### src/rtl/pulse_exec_pkg.sv
package pulse_exec_pkg;
    localparam logic [7:0] CTRL_OFFSET = 8'h00;
    localparam logic [7:0] STATUS_OFFSET = 8'h04;
    localparam logic [7:0] PHASE_OFFSET = 8'h08;
    localparam logic [7:0] GAIN_SEL_OFFSET = 8'h0c;
    localparam logic [7:0] GAIN_BASE_OFFSET = 8'h10;
    localparam logic [7:0] GAIN_LAST_OFFSET = 8'h2c;
    localparam int CTRL_PHASE_BIT = 0;
    localparam int CTRL_START_BIT = 1;
    localparam logic [13:0] WAVE_INDEX_MAX = 14'd15999;
    localparam logic [15:0] MIN_PLAY_LENGTH = 16'h0020;
    localparam logic [3:0] RATE_EXP_MAX = 4'hd;
    // Phase is held in 1/128 degree steps.
    localparam logic signed [15:0] PHASE_MIN = 16'sha600;
    localparam logic signed [15:0] PHASE_MAX = 16'sh59ff;
    localparam logic signed [15:0] PHASE_ZERO = 16'sh0000;
    // Gain is held as a signed fraction with 16 fraction bits.
    localparam logic signed [17:0] GAIN_ONE = 18'sh10000;
    localparam logic signed [17:0] GAIN_MIN = 18'sh30000;

    typedef enum logic {IDLE, PLAY} mode_t;

    typedef struct packed {
        mode_t mode;
        logic [29:0] cnt;
        logic [1:0][3:0][17:0] amp;
        logic [1:0][15:0] phase;
        logic [1:0][1:0] gainSel;
        logic [1:0][17:0] gainOut;
        logic phaseInTable;
        logic [15:0] execCount;
        logic cmdReady;
        logic playStart;
        logic [13:0] playIndex;
        logic [15:0] playLength;
        logic [3:0] playRateExp;
        logic zero_fill_flag;
        logic hold_last_flag;
        logic [1:0] routeFirst;
        logic [1:0] routeSecond;
        logic filterClearPulse;
        logic pready;
        logic pslverr;
        logic [31:0] prdata;
    } state_t;

    localparam state_t STATE_RESET = '{mode: IDLE, amp: {8{GAIN_ONE}}, gainOut: {2{GAIN_ONE}},
        cmdReady: 1'b1, default: '0};
endpackage : pulse_exec_pkg

### src/rtl/pulse_command_table_executor.sv
// Functional notes
// RULE1 - A start with phase elements in the table zeroes phases and sets gains to one.
// RULE2 - Waveform index 0..15999 selects the stored wave; absent element plays nothing.
// RULE3 - Entry without waveform plays nothing but still applies phase and gain updates.
// RULE4 - Absent phase command leaves that channel's phase unchanged.
// RULE5 - Length in samples is at least 32, at most declared length, defaulting to it.
// RULE6 - Rate exponent 0..13, default 0, divides the sample rate by two to n.
// RULE7 - Each channel routes to port A, B or both; default is the slot binding.
// RULE8 - Filter clear flag clears the output filter state; default false.
// RULE9 - Hold-last repeats last sample, zero-fill plays zeros, for the given length.
// RULE10 - Phase command carries degrees within -180.0 inclusive to 180.0 exclusive.
// RULE11 - Phase values beyond the range are clamped, never wrapped or rejected.
// RULE12 - Phase increment flag adds to current phase; default replaces it.
// RULE13 - Gain factor -1.0..1.0; absent value reuses the register, initially 1.0.
// RULE14 - Gain increment flag adds to the stored register value; default overwrites.
// RULE15 - Gain command selects register 0..3, default 0.
// RULE16 - Each channel keeps four independent gain registers retaining their last value.
// RULE17 - The sequencer issues only loaded entries; they run in order, one at a time.
//
// The APB slave port and the address map were decided locally.
`timescale 1ns/1ps
module pulse_command_table_executor (
    input wire logic clk,
    input wire logic rst_b,
    input wire logic psel,
    input wire logic penable,
    input wire logic pwrite,
    input wire logic [7:0] paddr,
    input wire logic [31:0] pwdata,
    output logic [31:0] prdata,
    output logic pready,
    output logic pslverr,
    input wire logic cmdValid,
    output logic cmdReady,
    input wire logic waveValid,
    input wire logic [13:0] waveIndex,
    input wire logic [15:0] declaredWaveLength,
    input wire logic [1:0] bindFirstRouting,
    input wire logic [1:0] bindSecondRouting,
    input wire logic lengthValid,
    input wire logic [15:0] waveLength,
    input wire logic [3:0] rateDividerExponent,
    input wire logic firstRoutingValid,
    input wire logic [1:0] firstChannelRouting,
    input wire logic secondRoutingValid,
    input wire logic [1:0] secondChannelRouting,
    input wire logic filterClearFlag,
    input wire logic zeroFillFlag,
    input wire logic holdLastFlag,
    input wire logic firstPhaseCmdValid,
    input wire logic [15:0] firstPhaseCmdValue,
    input wire logic firstPhaseCmdIncr,
    input wire logic secondPhaseCmdValid,
    input wire logic [15:0] secondPhaseCmdValue,
    input wire logic secondPhaseCmdIncr,
    input wire logic firstGainCmdValid,
    input wire logic firstGainCmdHasValue,
    input wire logic [17:0] firstGainCmdValue,
    input wire logic firstGainCmdIncr,
    input wire logic [1:0] firstGainCmdReg,
    input wire logic secondGainCmdValid,
    input wire logic secondGainCmdHasValue,
    input wire logic [17:0] secondGainCmdValue,
    input wire logic secondGainCmdIncr,
    input wire logic [1:0] secondGainCmdReg,
    output logic playStart,
    output logic [13:0] playIndex,
    output logic [15:0] playLength,
    output logic [3:0] playRateExp,
    output logic zero_fill_flag,
    output logic hold_last_flag,
    output logic [1:0] routeFirst,
    output logic [1:0] routeSecond,
    output logic filterClearPulse,
    output logic [15:0] firstPhase,
    output logic [15:0] secondPhase,
    output logic [17:0] firstGain,
    output logic [17:0] secondGain,
    output logic busy
);

    pulse_exec_pkg::state_t stReg;
    pulse_exec_pkg::state_t stNext;
    logic accept;
    logic startWr;
    logic apbDone;
    logic [1:0] phValid;
    logic [1:0][15:0] phValue;
    logic [1:0] phIncr;
    logic [1:0] gnValid;
    logic [1:0] gnHasValue;
    logic [1:0][17:0] gnValue;
    logic [1:0] gnIncr;
    logic [1:0][1:0] gnReg;

    // Saturating add keeps an increment sweep from wrapping across the limits.
    function automatic logic [15:0] clampPhase(input logic signed [16:0] v);
        if (v < 17'(pulse_exec_pkg::PHASE_MIN)) begin
            return pulse_exec_pkg::PHASE_MIN;
        end else if (v > 17'(pulse_exec_pkg::PHASE_MAX)) begin
            return pulse_exec_pkg::PHASE_MAX;
        end
        return v[15:0];
    endfunction : clampPhase

    function automatic logic [17:0] clampGain(input logic signed [18:0] v);
        if (v < 19'(pulse_exec_pkg::GAIN_MIN)) begin
            return pulse_exec_pkg::GAIN_MIN;
        end else if (v > 19'(pulse_exec_pkg::GAIN_ONE)) begin
            return pulse_exec_pkg::GAIN_ONE;
        end
        return v[17:0];
    endfunction : clampGain

    assign phValid = {secondPhaseCmdValid, firstPhaseCmdValid};
    assign phValue = {secondPhaseCmdValue, firstPhaseCmdValue};
    assign phIncr = {secondPhaseCmdIncr, firstPhaseCmdIncr};
    assign gnValid = {secondGainCmdValid, firstGainCmdValid};
    assign gnHasValue = {secondGainCmdHasValue, firstGainCmdHasValue};
    assign gnValue = {secondGainCmdValue, firstGainCmdValue};
    assign gnIncr = {secondGainCmdIncr, firstGainCmdIncr};
    assign gnReg = {secondGainCmdReg, firstGainCmdReg};

    // RULE17 one at a time
    assign accept = cmdValid && stReg.cmdReady;
    assign apbDone = psel && penable && stReg.pready;
    assign startWr = apbDone && pwrite && (paddr == pulse_exec_pkg::CTRL_OFFSET) &&
        pwdata[pulse_exec_pkg::CTRL_START_BIT];

    always_comb begin
        logic [15:0] len;
        logic [3:0] rexp;
        logic [2:0] idx;
        stNext = stReg;
        len = '0;
        rexp = '0;
        idx = '0;
        stNext.playStart = 1'b0;
        stNext.filterClearPulse = 1'b0;
        stNext.pready = 1'b0;
        stNext.pslverr = 1'b0;
        stNext.prdata = '0;

        // Registers answer one cycle into the access phase.
        if (psel && penable && !stReg.pready) begin
            stNext.pready = 1'b1;
            if (paddr == pulse_exec_pkg::CTRL_OFFSET) begin
                stNext.prdata = {31'h0, stReg.phaseInTable};
            end else if (paddr == pulse_exec_pkg::STATUS_OFFSET) begin
                stNext.prdata = {stReg.execCount, 14'h0, stReg.cmdReady, stReg.mode == pulse_exec_pkg::PLAY};
            end else if (paddr == pulse_exec_pkg::PHASE_OFFSET) begin
                stNext.prdata = {stReg.phase[1], stReg.phase[0]};
            end else if (paddr == pulse_exec_pkg::GAIN_SEL_OFFSET) begin
                stNext.prdata = {28'h0, stReg.gainSel[1], stReg.gainSel[0]};
            end else if (paddr >= pulse_exec_pkg::GAIN_BASE_OFFSET &&
                    paddr <= pulse_exec_pkg::GAIN_LAST_OFFSET && paddr[1:0] == 2'h0) begin
                idx = 3'(paddr[7:2] - pulse_exec_pkg::GAIN_BASE_OFFSET[7:2]);
                stNext.prdata = {14'h0, stReg.amp[idx[2]][idx[1:0]]};
            end else begin
                stNext.pslverr = 1'b1;
            end
        end
        if (apbDone && pwrite && paddr == pulse_exec_pkg::CTRL_OFFSET) begin
            stNext.phaseInTable = pwdata[pulse_exec_pkg::CTRL_PHASE_BIT];
        end

        unique case (stReg.mode)
            pulse_exec_pkg::IDLE: begin
                if (accept) begin
                    stNext.execCount = stReg.execCount + 16'h0001;
                    // RULE5 length bounds
                    len = lengthValid ? waveLength : declaredWaveLength;
                    if (len > declaredWaveLength) begin
                        len = declaredWaveLength;
                    end
                    if (len < pulse_exec_pkg::MIN_PLAY_LENGTH) begin
                        len = pulse_exec_pkg::MIN_PLAY_LENGTH;
                    end
                    // RULE6 rate exponent
                    rexp = (rateDividerExponent > pulse_exec_pkg::RATE_EXP_MAX) ?
                        pulse_exec_pkg::RATE_EXP_MAX : rateDividerExponent;
                    // RULE8 filter clear
                    stNext.filterClearPulse = filterClearFlag;
                    // RULE2 waveform select
                    // RULE3 skip playback
                    if (waveValid && (zeroFillFlag || holdLastFlag || waveIndex <= pulse_exec_pkg::WAVE_INDEX_MAX)) begin
                        stNext.mode = pulse_exec_pkg::PLAY;
                        // RULE6 divided playback time
                        stNext.cnt = 30'(len) << rexp;
                        stNext.playStart = 1'b1;
                        stNext.playIndex = waveIndex;
                        stNext.playLength = len;
                        stNext.playRateExp = rexp;
                        // RULE9 zero and hold
                        stNext.zero_fill_flag = zeroFillFlag;
                        stNext.hold_last_flag = holdLastFlag;
                        // RULE7 output routing
                        stNext.routeFirst = firstRoutingValid ? firstChannelRouting : bindFirstRouting;
                        stNext.routeSecond = secondRoutingValid ? secondChannelRouting : bindSecondRouting;
                    end
                    for (int ch = 0; ch < 2; ch++) begin
                        // RULE4 phase kept
                        if (phValid[ch]) begin
                            // RULE10 degree range
                            // RULE12 add or replace
                            // RULE11 phase clamp
                            if (phIncr[ch]) begin
                                stNext.phase[ch] = clampPhase(17'($signed(stReg.phase[ch])) +
                                    17'($signed(phValue[ch])));
                            end else begin
                                stNext.phase[ch] = clampPhase(17'($signed(phValue[ch])));
                            end
                        end
                        // RULE15 register select
                        stNext.gainSel[ch] = gnValid[ch] ? gnReg[ch] : 2'h0;
                        // RULE16 independent registers
                        // RULE14 add or overwrite
                        if (gnValid[ch] && gnHasValue[ch]) begin
                            if (gnIncr[ch]) begin
                                stNext.amp[ch][gnReg[ch]] = clampGain(19'($signed(stReg.amp[ch][gnReg[ch]])) +
                                    19'($signed(gnValue[ch])));
                            end else begin
                                stNext.amp[ch][gnReg[ch]] = clampGain(19'($signed(gnValue[ch])));
                            end
                        end
                        // RULE13 previous gain reused
                        stNext.gainOut[ch] = stNext.amp[ch][stNext.gainSel[ch]];
                    end
                end
            end
            pulse_exec_pkg::PLAY: begin
                if (stReg.cnt <= 30'h1) begin
                    stNext.mode = pulse_exec_pkg::IDLE;
                    stNext.cnt = '0;
                end else begin
                    stNext.cnt = stReg.cnt - 30'h1;
                end
            end
        endcase

        // RULE1 start reset
        // A start wins over an entry taken in the same cycle, so a run never begins with stale state.
        if (startWr) begin
            stNext.execCount = '0;
            if (stReg.phaseInTable) begin
                stNext.phase = '0;
                stNext.amp = {8{pulse_exec_pkg::GAIN_ONE}};
                stNext.gainOut = {2{pulse_exec_pkg::GAIN_ONE}};
            end
        end
        stNext.cmdReady = stNext.mode == pulse_exec_pkg::IDLE;
    end

    always_ff @(posedge clk) begin
        if (!rst_b) begin
            stReg <= pulse_exec_pkg::STATE_RESET;
        end else begin
            stReg <= stNext;
        end
    end

    assign prdata = stReg.prdata;
    assign pready = stReg.pready;
    assign pslverr = stReg.pslverr;
    assign cmdReady = stReg.cmdReady;
    assign playStart = stReg.playStart;
    assign playIndex = stReg.playIndex;
    assign playLength = stReg.playLength;
    assign playRateExp = stReg.playRateExp;
    assign zero_fill_flag = stReg.zero_fill_flag;
    assign hold_last_flag = stReg.hold_last_flag;
    assign routeFirst = stReg.routeFirst;
    assign routeSecond = stReg.routeSecond;
    assign filterClearPulse = stReg.filterClearPulse;
    assign firstPhase = stReg.phase[0];
    assign secondPhase = stReg.phase[1];
    assign firstGain = stReg.gainOut[0];
    assign secondGain = stReg.gainOut[1];
    assign busy = stReg.mode == pulse_exec_pkg::PLAY;

    start_reset_a: assert property (@(posedge clk) disable iff (!rst_b) // RULE1
        startWr && stReg.phaseInTable |=> firstPhase == 16'h0000 && secondPhase == 16'h0000 &&
            firstGain == pulse_exec_pkg::GAIN_ONE && secondGain == pulse_exec_pkg::GAIN_ONE)
        else $error("Start did not reset phase and gain.");

    wave_index_a: assert property (@(posedge clk) disable iff (!rst_b) // RULE2
        accept && waveValid && waveIndex <= pulse_exec_pkg::WAVE_INDEX_MAX |=>
            playStart && playIndex == $past(waveIndex))
        else $error("Valid waveform did not start playback.");

    no_wave_a: assert property (@(posedge clk) disable iff (!rst_b) // RULE3
        accept && !waveValid |=> !playStart && !busy)
        else $error("Entry without waveform started playback.");

    phase_hold_a: assert property (@(posedge clk) disable iff (!rst_b) // RULE4
        accept && !firstPhaseCmdValid && !startWr |=> $stable(firstPhase))
        else $error("Absent phase command changed the phase.");

    length_bound_a: assert property (@(posedge clk) disable iff (!rst_b) // RULE5
        playStart |-> playLength >= pulse_exec_pkg::MIN_PLAY_LENGTH)
        else $error("Playback length below the minimum.");

    rate_time_a: assert property (@(posedge clk) disable iff (!rst_b) // RULE6
        playStart && playLength == 16'h0020 && playRateExp == 4'h0 |-> busy[*8] ##24 busy ##1 !busy)
        else $error("Playback time does not match length and divider.");

    route_default_a: assert property (@(posedge clk) disable iff (!rst_b) // RULE7
        accept && waveValid && !firstRoutingValid && waveIndex <= pulse_exec_pkg::WAVE_INDEX_MAX |=>
            routeFirst == $past(bindFirstRouting))
        else $error("Default routing not taken from the slot binding.");

    filter_clear_a: assert property (@(posedge clk) disable iff (!rst_b) // RULE8
        accept |=> filterClearPulse == $past(filterClearFlag))
        else $error("Filter clear pulse does not follow the flag.");

    phase_range_a: assert property (@(posedge clk) disable iff (!rst_b) // RULE11
        $signed(firstPhase) >= pulse_exec_pkg::PHASE_MIN && $signed(firstPhase) <= pulse_exec_pkg::PHASE_MAX)
        else $error("Phase left the clamped range.");

    gain_reuse_a: assert property (@(posedge clk) disable iff (!rst_b) // RULE13
        accept && firstGainCmdValid && !firstGainCmdHasValue && !startWr |=>
            firstGain == $past(stReg.amp[0][firstGainCmdReg]))
        else $error("Gain without value did not reuse the register.");

    gain_select_a: assert property (@(posedge clk) disable iff (!rst_b) // RULE15
        accept && !secondGainCmdValid && !startWr |=> stReg.gainSel[1] == 2'h0)
        else $error("Absent gain command did not select register zero.");

    zero_hold_a: assert property (@(posedge clk) disable iff (!rst_b) // RULE9
        accept && waveValid && (zeroFillFlag || holdLastFlag) |=>
            playStart && zero_fill_flag == $past(zeroFillFlag) && hold_last_flag == $past(holdLastFlag))
        else $error("Zero-fill or hold-last flag not carried to playback.");

    phase_replace_a: assert property (@(posedge clk) disable iff (!rst_b) // RULE12
        accept && firstPhaseCmdValid && !firstPhaseCmdIncr && !startWr &&
            $signed(firstPhaseCmdValue) >= pulse_exec_pkg::PHASE_MIN &&
            $signed(firstPhaseCmdValue) <= pulse_exec_pkg::PHASE_MAX |=> firstPhase == $past(firstPhaseCmdValue))
        else $error("Absolute phase did not replace the phase.");

    phase_clamp_a: assert property (@(posedge clk) disable iff (!rst_b) // RULE11
        accept && firstPhaseCmdValid && !firstPhaseCmdIncr && !startWr &&
            $signed(firstPhaseCmdValue) < pulse_exec_pkg::PHASE_MIN |=> firstPhase == pulse_exec_pkg::PHASE_MIN)
        else $error("Low phase value was not clamped to the lower limit.");

    gain_overwrite_a: assert property (@(posedge clk) disable iff (!rst_b) // RULE14
        accept && firstGainCmdValid && firstGainCmdHasValue && !firstGainCmdIncr && !startWr &&
            $signed(firstGainCmdValue) >= pulse_exec_pkg::GAIN_MIN &&
            $signed(firstGainCmdValue) <= pulse_exec_pkg::GAIN_ONE |=> firstGain == $past(firstGainCmdValue))
        else $error("Gain overwrite did not take the given value.");

endmodule : pulse_command_table_executor

### config.mk
export PLATFORM = sky130hd
export DESIGN_NAME = pulse_command_table_executor
export DESIGN_NICKNAME = d
export VERILOG_FILES = /design/src/rtl/pulse_exec_pkg.sv /design/src/rtl/pulse_command_table_executor.sv
export SDC_FILE = /design/constraint.sdc
export NUM_CORES = 1
export LEC_CHECK = 0
export BUFFER_PORTS_ARGS = -buffer_cell sky130_fd_sc_hd__buf_2
export CAP_MARGIN = 20
export CELL_PAD_IN_SITES_DETAIL_PLACEMENT = 1
export CELL_PAD_IN_SITES_GLOBAL_PLACEMENT = 2
export CORE_MARGIN = 1.5
export CORE_UTILIZATION = 34
export DETAILED_ROUTE_END_ITERATION = 12
export PLACE_DENSITY_LB_ADDON = 0.1
export SYNTH_ARGS = -nofsm -noshare
export SYNTH_HDL_FRONTEND = slang
export SYNTH_SLANG_ARGS = --single-unit
export TNS_END_PERCENT = 30
### constraint.sdc
create_clock -name clk -period 7.5 [get_ports clk]
set_input_delay 1.5 -clock clk [delete_from_list [all_inputs] [get_ports clk]]
set_output_delay 1.5 -clock clk [all_outputs]
set_load 0.02 [all_outputs]
==> results by group <==
Yosys
  • Synth top area share: 0.276
  • Yosys top cell by area: dfxtp_1
  • Cell count after synthesis: about 3200
  • Area contributors post-synth: dfxtp_1, a21oi_1, o21ai_0, mux4_2, nand2_1
  • Yosys cell types: 90
  • #FFs+latches synth: 341
  • Syn Std Cell Area: 24800 um2
  • Post-synth EDFFs: 0
  • Syn_nets: roughly 3500
  • Synth async-reset ratio: 0
  • Syn Area/Cell: around 7.7 um2
  • Sequential share of the synthesized area: 0.276
  • Main synth FF type: dfxtp_1
  • Yosys warns: 0

Detailed routing
  • DRT Pass-1 Iters: 5
  • Met2 WL: ~50000 um
  • Wire per inst: around 25 um
  • Vias: between 20000 and 30000
  • Met3 WL post-DR: roughly 5300 um
  • Remaining antenna violation count after routing: 0
  • Number of vias per cell: roughly 6
  • Highest metal used: met4
  • Routed wire length: around 110000 um
  • Met1 Wirelength: 45800 um
  • Initial DRC Count: between 1500 and 2000
  • Drt drc: 0

Clock tree
  • Setup repair bufs after CTS: 0
  • Clock Sinks: around 340
  • Clock transition at the registers of the reported paths: around 0.060 ns
  • CTS root buf: clkbuf_16
  • Clock buffer depth: 3
  • Post_cts resized: 0
  • CTS Buf Count: 43
  • Count of hold-fix buffers inserted at cts: 0
  • H-Tree Depth: 2
  • Worst-Skew Late Latency: slightly below 0.6 ns
  • CTS tree: yes

STA
  • Maximum operating frequency: between 150 and 200 MHz
  • Worst-case clock skew: 0.0307 ns
  • Endpoints failing setup: 0
  • Crit share post-route: 0.845
  • Final number of max-transition violations: 0
  • Worst-Margin Slew: around 1.1 ns
  • Setup_tns: 0 ns
  • Setup repair after global routing missed its margin: no
  • Count of final hold-check violations: 0
  • Min Tclk post-route: about 6.3 ns
  • Relative slew slack: 0.255
  • Hold WS: approximately 0.44 ns

Placement
  • Placer Congestion: between 0.8 and 0.9
  • Detailed-placement wirelength estimate: between 80000 and 90000 um
  • # port buffers: around 310
  • Placed cell count: between 4000 and 5000

Die
  • Core area: 71900 um2
  • Die Width: between 200 and 300 um
  • Num rows: between 90 and 100
  • IO Pins: around 340
  • Die height: approximately 270 um
  • Initial Util: 0.345
  • Die Area: roughly 74000 um2

Hold path
  • Hold depth: 2
  • WHS Endpoint: firstGain[15]$_SDFF_PN0_
  • HP Class: reg -> reg
  • Hold Crit Start: firstGain[15]$_SDFF_PN0_

Global route
  • First-pass GRT wire length: 159000 um
  • Vias in the first global route: roughly 26000
  • Largest net degree at the start of global routing: 170
  • Antenna violations before repair: 0
  • Overflow after GRT: 0
  • All-Layer GR Usage: 0.275

Worst setup path
  • CP Launch Type: input pin
  • Critical Path Fanout Max: 29
  • Slowest-stage cell, CP: a21oi_2
  • R2r endpoint: stReg[207]$_SDFF_PN0_
  • Worst EP required: around 8 ns
  • Reg2Reg Launch Point: stReg[224]$_SDFF_PN0_
  • R2R cell count: 12
  • Critical path cell sequence: buf_2, mux4_2, ha_1, o21ai_0, nor2_1, a41o_1, o2111ai_1, o32ai_1, and4bb_2, nand4_2, a21oi_2, a22oi_1, a211oi_1
  • CP peak stage delay: roughly 0.75 ns
  • Crit Path Class: in -> reg
  • R2R Setup Slk: 2.36 ns
  • WP data arrival: roughly 6.8 ns
  • CP endpoint kind: flop

Run status
  • Outcome: complete, no violations

Layout
  • Syn-to-layout area delta: 11.9%
  • Share of cells above drive strength 1: 0.168
  • Final Util: 0.386
  • Diode count: 0
  • Fin nets: roughly 3600
  • Finished Layout Cells: between 4000 and 5000

Power and ir drop
  • Pwr dens: 211 nW/um2
  • Static Leak: around 0.011 uW
  • VDD IR-drop max: approximately 0.00015 V

Job
  • Max-cap violations: 0
area by class of cell:
cell class,instances,area [um2]
Clock inverter,21,285
Inverter,83,312
Timing Repair Buffer,368,2020
Tap cell,950,1190
Fill cell,8779,44100
Sequential cell,341,6830
Clock buffer,58,1220
Multi-Input combinational cell,2447,15900
flip-flops by register name, indices dropped and copies added, names as in the netlist, 2 cells and up:
register	flops
firstPhase	16
playIndex	14
stReg	195
routeFirst	2
secondGain	18
playLength	16
routeSecond	2
secondPhase	16
prdata	32
playRateExp	4
firstGain	18
report_power, final:
| group | total [uW] | internal [uW] | leakage (uW) | switching, uW |
|---|---|---|---|---|
| sequential | 2020 | 1910 | 0.00277 | 115 |
| combinational | 1590 | 541 | 0.00774 | 1050 |
| clock | 2240 | 1360 | 0.000737 | 887 |
stage by stage:
stage / cell area, um2 / worst slack [ns] / total power (uW)
finish: 27700 / 1.16 / 5850
global route: 27700 / 0.771 / 6140
CTS: 27700 / 1.28 / 5890
detailed placement: 26200 / 0.703 / 3630
global placement: 26200 / 0.854 / 3590
floorplan: 24800 / 1.52 / 3130
worst max-delay path: cells and delay by family:
family / cells / cell delay, ns
mux: 1 / 0.65
buf+inv: 1 / 0.57
compound gates: 7 / 2.80
fa+ha+maj: 1 / 0.41
simple gates: 3 / 0.87
metal layers:
metal  global-route usage  up-vias
li1                     -    11900
met1                0.353    12800
met2                0.471      738
met3               0.0358      199
met4               0.0977        0
met5                    0        -
how the worst max path moves through the flow:
stage	from	to	slack, ns	cells past startpoint
after floorplan	firstGainCmdReg[0]	stReg[187]$_SDFF_PN0_	1.52	16
after global routing	firstGainCmdReg[0]	firstGain[14]$_SDFF_PN0_	0.77	13
after CTS	firstGainCmdReg[0]	firstGain[14]$_SDFF_PN0_	1.28	13
after detailed placement	firstGainCmdReg[0]	firstGain[14]$_SDFF_PN0_	0.70	13
after global placement	firstGainCmdReg[0]	firstGain[14]$_SDFF_PN0_	0.85	13
final	firstGainCmdReg[0]	stReg[207]$_SDFF_PN0_	1.16	13
logic make-up after synthesis:
logic type	synth area share
flops	0.276
xor+xnor	0.0230
simple gates	0.177
compound gates	0.295
buf+inv	0.0864
mux	0.0958
fa+ha+maj	0.0472
Yosys cell counts, drive strengths merged, types with 11 or more instances:
cell type  number
o21ai         316
o221ai         13
mux4           68
o211ai         64
or4            16
o21a           29
a31oi          30
nor3           64
nand3          68
and2           19
nor2b          25
nor4           30
dfxtp         341
clkbuf        178
o22ai          33
ha             87
buf           169
and3           22
a221o          11
a221oi         18
xor2           24
a21o           33
nand2         314
a22oi          39
o21bai         12
a211o          11
xnor2          41
or3            26
a21oi         384
nand2b         33
mux2i          74
nor2          304
a211oi         74
inv            81
o2111ai        12
nand4          14
cells in the final DEF, fill, tap and decap left out, types with 68 or more instances in the layout:
master | Yosys | final
a21oi_1 | 383 | 383
dfxtp_1 | 341 | 341
nand2_1 | 314 | 314
o21ai_0 | 314 | 313
buf_2 | 7 | 308
nor2_1 | 303 | 297
ha_1 | 87 | 87
inv_1 | 81 | 80
mux2i_1 | 74 | 74
a211oi_1 | 73 | 72
mux4_2 | 68 | 68
nand3_1 | 68 | 68
Power figures use the tool's default switching activity.
